===== src/logic/fiap_pkg.sv =====
// Package of register map, field layout, key pattern and timing for the flash erase/write sequencer
// Behaviour
// - A correct unlock sets the enable flag; erase and write run only while it is high
// - Unlock: software writes mode 110, then sets the unlock trigger bit
// - Setting the trigger bit starts a timer bounding the key acceptance window
// - Timer expiry clears the trigger bit whatever keys were written
// - Any wrong key leaves erase/write disabled; the whole unlock must be repeated
// - Software clearing the enable flag disables erase and write at once
// - In erase mode each word 0 high write tags the address, then increments, saturating
// - Only tagged addresses are erased
// - Erase: mode 001, buffer clear, write start; device erases tagged page, drops start
// - Write buffer holds 32 words, one page, selected by address bits 12 to 5
// - Each data load increments the buffer address, stopping at the page's last word
// - Mode 000 with write start programs the buffer; device drops the start bit
// - The CPU is stalled while erase or write runs
// - Start bit high time depends on the program-time select bit
// - Select 0: erase 3.2 ms, write 2.2 ms; select 1: erase 3.7 ms, write 3.0 ms
// - Word 0 high write loads the 16-bit word and increments the address; low only stores
// - Hardware clears start and buffer-clear bits when their operation completes
package fiap_pkg;

  // Register byte addresses
  localparam logic [5:0] OFS_CTRL_ZERO = 6'h00;
  localparam logic [5:0] OFS_CTRL_TWO  = 6'h04;
  localparam logic [5:0] OFS_ADDR_LOW  = 6'h08;
  localparam logic [5:0] OFS_ADDR_HIGH = 6'h0c;
  localparam logic [5:0] OFS_WORD_LOW  = 6'h10; // Word n low at 0x10 + 8n
  localparam logic [5:0] OFS_WORD_HIGH = 6'h14; // Word n high at 0x14 + 8n
  localparam logic [5:0] OFS_WORD_END  = 6'h2c; // Word 3 high, last mapped data register

  // Control zero fields
  localparam int CZ_EN_BIT    = 7;
  localparam int CZ_MODE_LSB  = 4;
  localparam int CZ_TRIG_BIT  = 3;
  localparam int CZ_START_BIT = 2;
  // Control two fields
  localparam int CT_PTS_BIT   = 1;
  localparam int CT_CLR_BIT   = 0;

  localparam logic [7:0]  BYTE_RESET = 8'h00;
  localparam logic [12:0] ADDR_RESET = 13'h0000;

  typedef enum logic [2:0]
  {
    FIAP_MODE_WRITE  = 3'h0,
    FIAP_MODE_ERASE  = 3'h1,
    FIAP_MODE_UNLOCK = 3'h6
  } fiap_mode_type;

  // Op sequencer, Gray along idle -> stream -> time; time -> idle flips both bits
  typedef enum logic [1:0]
  {
    FIAP_IDLE   = 2'h0,
    FIAP_STREAM = 2'h1,
    FIAP_TIME   = 2'h3
  } fiap_state_type;

  localparam int          PAGE_WORDS = 32;
  localparam logic [4:0]  LAST_WORD  = 5'h1f;
  localparam logic [2:0]  KEY_COUNT  = 3'h6;

  // Timing: clock period, operation times and unlock window in ns; unlock window also in cycles
  localparam int unsigned CLK_PERIOD_NS   = 50;
  localparam int unsigned ERASE_SHORT_NS  = 3200000;
  localparam int unsigned WRITE_SHORT_NS  = 2200000;
  localparam int unsigned ERASE_LONG_NS   = 3700000;
  localparam int unsigned WRITE_LONG_NS   = 3000000;
  localparam int unsigned UNLOCK_WIN_NS   = 51200;
  localparam int unsigned UNLOCK_WIN_CYC  = UNLOCK_WIN_NS / CLK_PERIOD_NS;

  // Expected register and byte for each key step
  function automatic logic [13:0] key_step(input logic [2:0] pos);
    case (pos)
      3'h0:    key_step = {6'h18, 8'h00};
      3'h1:    key_step = {6'h20, 8'h0d};
      3'h2:    key_step = {6'h28, 8'hc3};
      3'h3:    key_step = {6'h1c, 8'h04};
      3'h4:    key_step = {6'h24, 8'h09};
      default: key_step = {6'h2c, 8'h40};
    endcase
  endfunction

endpackage


===== src/logic/fiap_buf_if.sv =====
// Interface between the sequencer and its write buffer memory
`timescale 1ns/1ps
interface fiap_buf_if;
  logic        we;
  logic [4:0]  waddr;
  logic [15:0] wdata;
  logic [4:0]  raddr;
  logic [15:0] rdata;
  modport source (output we, output waddr, output wdata, output raddr, input rdata);
  modport sink   (input we, input waddr, input wdata, input raddr, output rdata);
endinterface


===== src/logic/fiap_wbuf.sv =====
// 32-word page write buffer with registered read data
`timescale 1ns/1ps
module fiap_wbuf
(
  input  wire logic    clk,
  fiap_buf_if.sink     bus
);
  logic [15:0] mem [0:31];
  logic [15:0] rdata_ff;

  // Write port and registered read port
  always_ff @(posedge clk)
  begin
    if (bus.we)
      mem[bus.waddr] <= bus.wdata;
    rdata_ff <= mem[bus.raddr];
  end

  assign bus.rdata = rdata_ff;
endmodule


===== src/logic/fiap_ctrl.sv =====
// Flash erase/write sequencer with Avalon-MM register slave
//
// Implementation choices: the Avalon-MM register port and the register offsets.
`timescale 1ns/1ps
module fiap_ctrl
#(
  parameter int unsigned ERASE_SHORT_CYC = fiap_pkg::ERASE_SHORT_NS / fiap_pkg::CLK_PERIOD_NS,
  parameter int unsigned WRITE_SHORT_CYC = fiap_pkg::WRITE_SHORT_NS / fiap_pkg::CLK_PERIOD_NS,
  parameter int unsigned ERASE_LONG_CYC  = fiap_pkg::ERASE_LONG_NS / fiap_pkg::CLK_PERIOD_NS,
  parameter int unsigned WRITE_LONG_CYC  = fiap_pkg::WRITE_LONG_NS / fiap_pkg::CLK_PERIOD_NS
)
(
  input  wire logic        clk,
  input  wire logic        rst,
  input  wire logic [5:0]  avs_address,
  input  wire logic        avs_read,
  input  wire logic        avs_write,
  input  wire logic [31:0] avs_writedata,
  input  wire logic [3:0]  avs_byteenable,
  output wire logic [31:0] avs_readdata,
  output wire logic        avs_waitrequest,
  output wire logic        cpu_stall,
  output wire logic        flash_erase,
  output wire logic [7:0]  flash_erase_page,
  output wire logic [31:0] flash_erase_tags,
  output wire logic        flash_prog_we,
  output wire logic [12:0] flash_prog_addr,
  output wire logic [15:0] flash_prog_data
);

  // ==========================================================
  // State
  typedef struct packed {
    logic [2:0]           mode;
    logic                 trig;
    logic                 start;
    logic                 en;
    logic                 pts;
    logic                 clr;
    logic [12:0]          addr;
    logic [3:0][7:0]      d_lo;
    logic [3:0][7:0]      d_hi;
    logic [31:0]          valid;
    logic [31:0]          tags;
    logic [2:0]           key_pos;
    logic                 key_bad;
    logic [10:0]          utmr;
    fiap_pkg::fiap_state_type st;
    logic                 op_erase;
    logic [5:0]           idx;
    logic [16:0]          cnt;
    logic                 wait_n;
    logic [31:0]          rdata;
    logic                 fl_erase;
    logic [31:0]          fl_tags;
    logic                 fl_we;
    logic [12:0]          fl_addr;
    logic [15:0]          fl_data;
    logic                 stall;
  } fiap_regs_type;

  fiap_regs_type s_ff;
  fiap_regs_type nxt_s;

  fiap_buf_if buf_if ();

  fiap_wbuf u_wbuf
  (
    .clk (clk),
    .bus (buf_if)
  );

  logic        acc;
  logic        wr_acc;
  logic [7:0]  wbyte;
  logic [13:0] kexp;
  logic [2:0]  wmode;

  // Data word registers only; anything above word 3 high is unmapped so it cannot alias word 0 or 1
  function automatic logic word_reg(input logic [5:0] a);
    word_reg = a >= fiap_pkg::OFS_WORD_LOW && a <= fiap_pkg::OFS_WORD_END && a[1:0] == 2'h0;
  endfunction

  // Cycle counts for the operation timer, chosen by program-time select, and for the unlock window timer
  localparam logic [16:0] ERASE_S = 17'(ERASE_SHORT_CYC - 1);
  localparam logic [16:0] WRITE_S = 17'(WRITE_SHORT_CYC - 1);
  localparam logic [16:0] ERASE_L = 17'(ERASE_LONG_CYC - 1);
  localparam logic [16:0] WRITE_L = 17'(WRITE_LONG_CYC - 1);
  localparam logic [10:0] UWIN    = 11'(fiap_pkg::UNLOCK_WIN_CYC - 1);

  // Bus access decode; one access taken at the edge where waitrequest is low
  assign acc    = (avs_read | avs_write) & ~s_ff.wait_n;
  assign wr_acc = acc & avs_write & avs_byteenable[0];
  assign wbyte  = avs_writedata[7:0];
  assign kexp   = fiap_pkg::key_step(s_ff.key_pos);
  assign wmode  = wbyte[fiap_pkg::CZ_MODE_LSB +: 3];

  // Buffer read address follows the stream index during a write
  assign buf_if.raddr = s_ff.idx[4:0];

  // ==========================================================
  // Next-state logic
  always_comb
  begin
    nxt_s          = s_ff;
    nxt_s.fl_erase = 1'b0;
    nxt_s.fl_we    = 1'b0;
    buf_if.we      = 1'b0;
    buf_if.waddr   = s_ff.addr[4:0];
    buf_if.wdata   = {s_ff.d_hi[0], s_ff.d_lo[0]};

    // Waitrequest drops one cycle after a request; held high while an op stalls the CPU
    nxt_s.wait_n = ~((avs_read | avs_write) & s_ff.wait_n & (s_ff.st == fiap_pkg::FIAP_IDLE));

    // Read mux, loaded in the cycle waitrequest drops so data stand at the taking edge
    nxt_s.rdata = 32'h0000_0000;
    if (avs_read)
    begin
      case (avs_address)
        fiap_pkg::OFS_CTRL_ZERO: nxt_s.rdata[7:0] = {s_ff.en, s_ff.mode, s_ff.trig, s_ff.start, 2'h0};
        fiap_pkg::OFS_CTRL_TWO:  nxt_s.rdata[7:0] = {6'h00, s_ff.pts, s_ff.clr};
        fiap_pkg::OFS_ADDR_LOW:  nxt_s.rdata[7:0] = s_ff.addr[7:0];
        fiap_pkg::OFS_ADDR_HIGH: nxt_s.rdata[7:0] = {3'h0, s_ff.addr[12:8]};
        default:
        begin
          if (word_reg(avs_address))
            nxt_s.rdata[7:0] = avs_address[2] ? s_ff.d_hi[avs_address[4:3] - 2'h2]
                                               : s_ff.d_lo[avs_address[4:3] - 2'h2];
        end
      endcase
    end

    // Unlock window timer; expiry drops the trigger regardless of keys
    if (s_ff.trig)
    begin
      if (s_ff.utmr == 11'h000)
        nxt_s.trig = 1'b0;
      else
        nxt_s.utmr = s_ff.utmr - 11'h001;
    end

    // Buffer clear completes in one cycle
    if (s_ff.clr)
    begin
      nxt_s.valid     = 32'h0000_0000;
      nxt_s.addr[4:0] = 5'h00;
      nxt_s.clr       = 1'b0;
    end

    // Register writes
    if (wr_acc)
    begin
      case (avs_address)
        fiap_pkg::OFS_CTRL_ZERO:
        begin
          nxt_s.mode = wmode;
          if (!wbyte[fiap_pkg::CZ_EN_BIT])
            nxt_s.en = 1'b0;
          // Trigger arms only with unlock mode written; restarts the key sequence
          if (wbyte[fiap_pkg::CZ_TRIG_BIT] && wmode == fiap_pkg::FIAP_MODE_UNLOCK)
          begin
            nxt_s.trig    = 1'b1;
            nxt_s.utmr    = UWIN;
            nxt_s.key_pos = 3'h0;
            nxt_s.key_bad = 1'b0;
          end
          // Start is taken only when enabled and an erase or write mode is selected
          if (wbyte[fiap_pkg::CZ_START_BIT] && s_ff.en && wbyte[fiap_pkg::CZ_EN_BIT]
              && (wmode == fiap_pkg::FIAP_MODE_ERASE || wmode == fiap_pkg::FIAP_MODE_WRITE))
          begin
            nxt_s.start    = 1'b1;
            nxt_s.stall    = 1'b1;
            nxt_s.op_erase = (wmode == fiap_pkg::FIAP_MODE_ERASE);
            nxt_s.idx      = 6'h00;
            if (wmode == fiap_pkg::FIAP_MODE_ERASE)
            begin
              nxt_s.st       = fiap_pkg::FIAP_TIME;
              nxt_s.fl_erase = 1'b1;
              nxt_s.fl_tags  = s_ff.tags;
              nxt_s.cnt      = s_ff.pts ? ERASE_L : ERASE_S;
            end
            else
              nxt_s.st = fiap_pkg::FIAP_STREAM;
          end
        end
        fiap_pkg::OFS_CTRL_TWO:
        begin
          nxt_s.pts = wbyte[fiap_pkg::CT_PTS_BIT];
          if (wbyte[fiap_pkg::CT_CLR_BIT])
            nxt_s.clr = 1'b1;
        end
        fiap_pkg::OFS_ADDR_LOW:  nxt_s.addr[7:0]  = wbyte;
        fiap_pkg::OFS_ADDR_HIGH: nxt_s.addr[12:8] = wbyte[4:0];
        default:
        begin
          if (word_reg(avs_address))
          begin
            if (avs_address[2])
              nxt_s.d_hi[avs_address[4:3] - 2'h2] = wbyte;
            else
              nxt_s.d_lo[avs_address[4:3] - 2'h2] = wbyte;
            // Key steps: words 1-3, in order; a wrong register or byte spoils the attempt
            if (s_ff.trig && avs_address != fiap_pkg::OFS_WORD_LOW && avs_address != fiap_pkg::OFS_WORD_HIGH
                && s_ff.key_pos != fiap_pkg::KEY_COUNT)
            begin
              if (avs_address != kexp[13:8] || wbyte != kexp[7:0])
                nxt_s.key_bad = 1'b1;
              nxt_s.key_pos = s_ff.key_pos + 3'h1;
              if (s_ff.key_pos == 3'h5 && !s_ff.key_bad && avs_address == kexp[13:8] && wbyte == kexp[7:0])
                nxt_s.en = 1'b1;
            end
            // Word 0 high: load buffer word (or tag in erase mode), step address within page
            if (avs_address == fiap_pkg::OFS_WORD_HIGH)
            begin
              if (s_ff.mode == fiap_pkg::FIAP_MODE_ERASE)
                nxt_s.tags[s_ff.addr[4:0]] = 1'b1;
              else
              begin
                buf_if.we                   = 1'b1;
                buf_if.wdata                = {wbyte, s_ff.d_lo[0]};
                nxt_s.valid[s_ff.addr[4:0]] = 1'b1;
              end
              if (s_ff.addr[4:0] != fiap_pkg::LAST_WORD)
                nxt_s.addr[4:0] = s_ff.addr[4:0] + 5'h01;
            end
          end
        end
      endcase
    end

    // Operation sequencer
    case (s_ff.st)
      fiap_pkg::FIAP_IDLE:
      begin
      end
      fiap_pkg::FIAP_STREAM:
      begin
        // Buffer data arrive a cycle after the read address; emit word idx-1
        if (s_ff.idx != 6'h00)
        begin
          nxt_s.fl_we   = s_ff.valid[s_ff.idx[4:0] - 5'h01];
          nxt_s.fl_addr = {s_ff.addr[12:5], s_ff.idx[4:0] - 5'h01};
          nxt_s.fl_data = buf_if.rdata;
        end
        if (s_ff.idx == 6'(fiap_pkg::PAGE_WORDS))
        begin
          nxt_s.st  = fiap_pkg::FIAP_TIME;
          nxt_s.cnt = s_ff.pts ? WRITE_L : WRITE_S;
        end
        else
          nxt_s.idx = s_ff.idx + 6'h01;
      end
      fiap_pkg::FIAP_TIME:
      begin
        if (s_ff.cnt == 17'h00000)
        begin
          nxt_s.st    = fiap_pkg::FIAP_IDLE;
          nxt_s.start = 1'b0;
          nxt_s.stall = 1'b0;
          if (s_ff.op_erase)
            nxt_s.tags = 32'h0000_0000;
        end
        else
          nxt_s.cnt = s_ff.cnt - 17'h00001;
      end
      default: nxt_s.st = fiap_pkg::FIAP_IDLE;
    endcase
  end

  // ==========================================================
  // State register
  always_ff @(posedge clk)
  begin
    if (rst)
    begin
      s_ff          <= '0;
      s_ff.addr     <= fiap_pkg::ADDR_RESET;
      s_ff.st       <= fiap_pkg::FIAP_IDLE;
      s_ff.wait_n   <= 1'b1; // Idle waitrequest high, a request is answered next cycle
    end
    else
      s_ff <= nxt_s;
  end

  // Outputs straight from the state register
  assign avs_readdata     = s_ff.rdata;
  assign avs_waitrequest  = s_ff.wait_n;
  assign cpu_stall        = s_ff.stall;
  assign flash_erase      = s_ff.fl_erase;
  assign flash_erase_page = s_ff.addr[12:5];
  assign flash_erase_tags = s_ff.fl_tags;
  assign flash_prog_we    = s_ff.fl_we;
  assign flash_prog_addr  = s_ff.fl_addr;
  assign flash_prog_data  = s_ff.fl_data;

endmodule


===== config.mk =====
export PLATFORM = sky130hd
export DESIGN_NAME = fiap_ctrl
export DESIGN_NICKNAME = d
export VERILOG_FILES = /design/src/logic/fiap_pkg.sv /design/src/logic/fiap_buf_if.sv /design/src/logic/fiap_wbuf.sv /design/src/logic/fiap_ctrl.sv
export SDC_FILE = /design/constraint.sdc
export NUM_CORES = 1
export LEC_CHECK = 0
export ABC_AREA = 0
export ABC_CLOCK_PERIOD_IN_PS = 6800
export BUFFER_PORTS_ARGS = -buffer_cell sky130_fd_sc_hd__buf_2
export CAP_MARGIN = 30
export CORE_UTILIZATION = 47
export CTS_BUF_LIST = sky130_fd_sc_hd__clkbuf_4
export CTS_CLUSTER_DIAMETER = 60
export DETAILED_ROUTE_END_ITERATION = 7
export PLACE_DENSITY_LB_ADDON = 0.08
export SLEW_MARGIN = 5
export SYNTH_ARGS = -nofsm -noshare
export SYNTH_HDL_FRONTEND = slang
export SYNTH_HIERARCHICAL = 1
export SYNTH_SLANG_ARGS = --single-unit

===== constraint.sdc =====
create_clock -name clk -period 6.8 [get_ports clk]
set_clock_uncertainty 0.1 [all_clocks]
set_input_delay 0.34 -clock clk [delete_from_list [all_inputs] [get_ports clk]]
set_output_delay 0.34 -clock clk [all_outputs]
set_load 0.005 [all_outputs]

# [Word level (Yosys, flattened, before mapping)]
# Memory sizes are Yosys's and may differ from the RTL's. A register that Yosys moved wholly into a read port is not among the register bits.
# Index checks and enable logic that the tools add are counted.
[op_classes] addsub=7 magnitude_cmp=7 n_eq_ne=25 n_mux=86 bitwise_logic=20 n_reduce_logical=48
[ops] operator="$mux 32" n=8
[ops] operator="$mux 187" n=1
[ops] operator="$mux 137" n=1
[ops] operator="$mux 128" n=1
[ops] operator="$mux 16" n=5
[ops] operator="$pmux 14 s5" n=1
[ops] operator="$mux 17" n=4
[ops] operator="$bwmux 32" n=2
[ops] operator="$mux 64" n=1
[ops] operator="$or 32x32->32" n=2
[ops] operator="$mux 8" n=5
[ops] operator="$mux 37" n=1
[ops] operator="$pmux 17 s2" n=1
[ops] operator="$mux 33" n=1
[ops] operator="$bmux 8 s2" n=2
[ops] operator="$pmux 8 s4" n=1
[ops] operator="$mux 15" n=2
[ops] operator="$mux 1" n=26
[ops] operator="$mux 26" n=1
[ops] operator="$mux 11" n=2
[ops] operator="$mux 5" n=4
[ops] operator="$logic_not 17->1" n=1
[ops] operator="$sub 17x1->17 const B" n=1
[ops] operator="$demux 8 s2" n=1
[ops] operator="59 further kinds" n=118
[totals] regBits=287 mem_bits_rw=512 inputBits=46 output_inout_bits=105 word_cells=229 n_memories=1
[memory_table] name="u_wbuf.mem" words=32 width=16 rd=1 rd_clocked_by_memory_dff=1 write_ports=1 line="fiap_wbuf.sv:8" rtl="logic [15:0] mem [0:31];"

# [Logic depth before layout (Yosys ltp)]
[logic_depth] depth_word=13 ltp_mapped=11 depth_no_buf=9

# [Modules after synthesis]
# Netlist, hierarchy kept.
[by_module_without_submodules] module="fiap_wbuf" n_inst=1 cells_per_inst=1143 area_each_um2=20534.7 seq_area_each_um2=15695.1
[by_module_without_submodules] module="fiap_ctrl" n_inst=1 cells_per_inst=1476 area_each_um2=12563.3 seq_area_each_um2=5265.0

# [Worst setup path after synthesis]
# Ideal clock, no wire load.
[synth_path] kind="input to register" start="input port avs_address[5]" end="memory u_wbuf.mem[28][0] (enable)" setup_time_ns=0.388 t_arrival_ns=3.137 t_required_ns=6.312 slack_ns=3.174 path_stages=9 n_path_buf=4 path_cell_list="buf_2 -> or3_1 -> buf_2 -> or4_4 -> a21oi_2 -> buf_4 -> or3b_2 -> clkbuf_1 -> nor2_1"
[synth_between] elab_chain_len=8 word_cells_on_any_way=16 classes_between="order compare: 2; eq/ne: 4; mux: 6; reduce/logical: 4"
[synth_lines] element="start: declaration" line="fiap_ctrl.sv:15" rtl="input wire logic [5:0] avs_address,"
[synth_lines] element="$ge 6x5->1 / $le 6x6->1 (equally long branches)" line="fiap_ctrl.sv:81" rtl="word_reg = a >= fiap_pkg::OFS_WORD_LOW && a <= fiap_pkg::OFS_WORD_END && a[1:0] == 2'h0;"
[synth_lines] element="$logic_and 1x1->1 (2 in series)" line="fiap_ctrl.sv:81"
[synth_lines] element="$mux 1" line="fiap_ctrl.sv:196" rtl="if (word_reg(avs_address))"
[synth_lines] element="$mux 1 *" line="fiap_ctrl.sv:153" rtl="case (avs_address)"
[synth_lines] element="$mux 1 *" line="fiap_ctrl.sv:151" rtl="if (wr_acc)"
[synth_lines] element="net buf_if.we" line="fiap_buf_if.sv:4" rtl="logic we;"
[synth_lines] element="$mux 1 *" line="fiap_wbuf.sv:14" rtl="if (bus.we)"
[synth_lines] element="$mux 1 (implied by the code) *" line="fiap_wbuf.sv:15" rtl="mem[bus.waddr] <= bus.wdata;"
[synth_lines] element="end: declaration" line="fiap_wbuf.sv:8"
# Mark *: on every way through the listed nets, which the timed path passes. The rest lies on a longest branch.

# [Worst setup path after layout]
[layout_path] start="register s_ff[97] (netlist bit)" end="register s_ff[101] (netlist bit)"
[layout_between] elab_chain_len=3 word_cells_on_any_way=4 classes_between="add/sub: 1; mux: 2; reduce/logical: 1"
[layout_lines] element="start: declaration" line="fiap_ctrl.sv:62" rtl="fiap_regs_type s_ff;"
[layout_lines] element="start signal: assignment" line="fiap_ctrl.sv:282" rtl="s_ff <= nxt_s;"
[layout_lines] element="$sub 17x1->17 / $logic_not 17->1 (equally long branches)" line="fiap_ctrl.sv:264, fiap_ctrl.sv:255"
[layout_lines] element="$mux 17 *" line="fiap_ctrl.sv:255" rtl="if (s_ff.cnt == 17'h00000)"
[layout_lines] element="$pmux 17 s2 *" line="fiap_ctrl.sv:232" rtl="case (s_ff.st)"
# Mark *: on every way between the ends. The rest lies on a longest branch, timed or not.
# A chain may end at the register's enable or synchronous reset.

==> results.sh <==
export IMPL_outcome="complete, no violations"
export IMPL_ios=151
export IMPL_rows=96
export IMPL_end_kind="register"
export IMPL_yosysUniqueCellTypes=81
export IMPL_antenna_found_initial=2
export IMPL_syn_area_sq_mm=0.0331
export IMPL_hold_violations=0
export IMPL_place_area_sq_mm=0.0337
export IMPL_core_region_area_sq_mm=0.0692
export IMPL_wl_per_cell_um=21.0
export IMPL_drtAntennaViolNets=0
export IMPL_gr_total_overflow=0
export IMPL_synth_top_flop_cell="edfxtp_1"
export IMPL_fillerInstances=6027
export IMPL_worst_slew_pin_slew_ps=971
export IMPL_grt_pass1_wl_mm=122
export IMPL_die_area_sq_mm=0.0715
export IMPL_required_ps=7600
export IMPL_cts_root_buf="clkbuf_4"
export IMPL_setup_tns_final_ps=0
export IMPL_insertion_delay_ps=1030
export IMPL_synth_cells=2619
export IMPL_start_kind="register"
export IMPL_ys_ff_latch=791
export IMPL_nNetsFinal=2827
export IMPL_p_per_area_mw_per_mm2=255
export IMPL_wl_mm=81.0
export IMPL_cts_tree="built"
export IMPL_synth_edf_count=512
export IMPL_synth_top_area_share_pct=46.5
export IMPL_fp_dieH_um=267
export IMPL_max_cap_violations=0
export IMPL_final_max_slew_viol_count=0
export IMPL_netlist_top_cells_count="edfxtp_1 (512), mux2i_1 (326), dfxtp_1 (279)"
export IMPL_maxClockFrequency_ghz=0.283
export IMPL_areaGrowthSynthToFinish_pct=10.9
export IMPL_cp_max_fo=11
export IMPL_dp_hpwl_mm=48.0
export IMPL_worstSetupPathType="register to register"
export IMPL_multi_input_area_sq_mm=0.0104
export IMPL_power_leakage_nw=13.2
export IMPL_synth_avg_cell_area_sq_um=12.6
export IMPL_post_synth_top_count_cell="edfxtp_1"
export IMPL_synthArstFlopShare_pct=0
export IMPL_clockBufferDepth=3
export IMPL_grt_max_degree=132
export IMPL_ir_drop_v=0.000136
export IMPL_cts_buffers=202
export IMPL_synth_area_leaders="edfxtp_1 (46%), dfxtp_1 (17%), mux2i_1 (9.9%), a21oi_1 (3.3%), buf_4 (2.8%)"
export IMPL_yosysTopAreaCell="edfxtp_1"
export IMPL_post_cts_buffers=0
export IMPL_slew_headroom_pct=35.3
export IMPL_register_area_sq_mm=0.0210
export IMPL_clk_pin_slew_ps=60
export IMPL_start_util_pct=47.8
export IMPL_final_util_pct=53.0
export IMPL_port_buffers=99
export IMPL_grt_usage_pct=22.8
export IMPL_layout_drive_gt1_share_pct=19.5
export IMPL_avgViaCountPerCell=5.50
export IMPL_final_min_clock_period_ps=3530
export IMPL_dr_pass1_iters=7
export IMPL_first_global_vias=20859
export IMPL_die_width_um=267
export IMPL_cts_sinks=791
export IMPL_drt_iter0_markers=1358
export IMPL_setup_violations_final=0
export IMPL_drc_errors=0
export IMPL_rsz0062_at_grt="no"
export IMPL_finalWeightedCongestion=0.776
export IMPL_yosys_warnings=6
export IMPL_synth_seq_area_share_pct=63.3
export IMPL_fin_crit_sh_pct=51.9
export IMPL_hp_class="input port to register"
export IMPL_vias=21242
export IMPL_arrival_ps=4330
export IMPL_htreeDepth=4
export IMPL_fin_area_sq_mm=0.0367
report_power, final:
group | switching, W | internal, W
logic | 0.0000870 | 0.0000363
clock network | 0.00187 | 0.00231
registers | 0.00000305 | 0.00505
placed cells by master (no fill, tap or decap), drive strengths merged, types with 6 or more instances in the layout:
cell type and count:
nor3 42, or4 7, mux2i 326, nor4 9
conb 24, nand3b 10, diode 9, a31oi 21
nor3b 7, xnor2 13, ha 16, a21oi 219
dfxtp 279, dlygate4sd3 25, a211oi 11, nand2 209
nand4 21, a22oi 70, o21ai 44, nor2 228
and3 19, a22o 32, or3 15, nor2b 36
clkbuf 328, o21a 6, clkinv 23, mux2 10
mux4 26, nand2b 6, inv 23, nand3 65
edfxtp 512, buf 164
layout make-up:
cell class | count | share of cell area [%]
Timing Repair Buffer | 190 | 3.59
Multi-Input combinational cell | 1560 | 28.4
Clock buffer | 327 | 6.69
Sequential cell | 791 | 57.1
Tap cell | 931 | 3.17
Antenna cell | 9 | 0.0614
Clock inverter | 35 | 0.702
Inverter | 20 | 0.205
critical path: stages, from the launching register on:
cell	delay [ps]
dfxtp_1	320
inv_1	90
ha_1	190
nor3b_1	690
nand4b_1	460
o21bai_1	860
o21ai_0	360
a211oi_1	330
registers in the layout, summed over array words and instances, names as in the netlist, named ones only:
signal,flops
avs_readdata,8
flash_erase_page,8
flash_prog_addr,13
buf_if.waddr,5
flash_prog_data,16
u_wbuf/bus.rdata,16
buf_if.raddr,5
flash_erase_tags,32
s_ff,108
flash_prog_we,1
flash_erase,1
cpu_stall,1
u_wbuf/mem,512
avs_waitrequest,1
path summary, 6_finish.rpt:
| path | from | end | slack (ps) | cells after the start |
|---|---|---|---|---|
| hold / removal | avs_address[3] | flash_erase_page[6] | 140 | 6 |
| hold reg to reg | u_wbuf/bus.rdata[9] | flash_prog_data[9] | 330 | 2 |
| setup reg to reg | s_ff[97] | s_ff[101] | 3270 | 7 |
| setup / recovery | s_ff[97] | s_ff[101] | 3270 | 7 |
timing repair:
| action | 4_1_cts | 5_1_grt |
|---|---|---|
| resized for setup | 0 | 0 |
| hold buffers | 25 | 0 |
| hold endpoints to repair | 154 | 0 |
cell families (layout without fill, tap and decap cells):
kind of cell,count (synthesis),after routing,share of synthesized area (%)
mux,362,362,12.0
other cells,1,33,0.0113
compound gates,444,444,8.30
xor+xnor,17,17,0.450
fa+ha+maj,16,16,0.605
simple gates,697,697,9.85
buf+inv,291,572,5.49
flops,791,791,63.3
per-stage QoR:
| stage | setup slack, ps | std cells | total power (W) | hold slack (ps) |
|---|---|---|---|---|
| after CTS | 3300 | 3850 | 0.00948 | 36.6 |
| after global routing | 3010 | 3861 | 0.00974 | 99.4 |
| after floorplan | 3170 | 2642 | 0.00524 | 309 |
| after global placement | 3010 | 3460 | 0.00527 | 304 |
| after detailed placement | 2970 | 3463 | 0.00527 | 316 |
| final | 3270 | 3863 | 0.00935 | 144 |
metal layers:
metal | track usage [%] | vias to the layer above | routed length, um
met5 | 0 | - | 0
met4 | 8.59 | 0 | 1650
met3 | 4.22 | 127 | 4310
met2 | 37.1 | 627 | 39400
met1 | 30.3 | 10510 | 35700
li1 | - | 9978 | -
(Power assumes the default switching activity.)
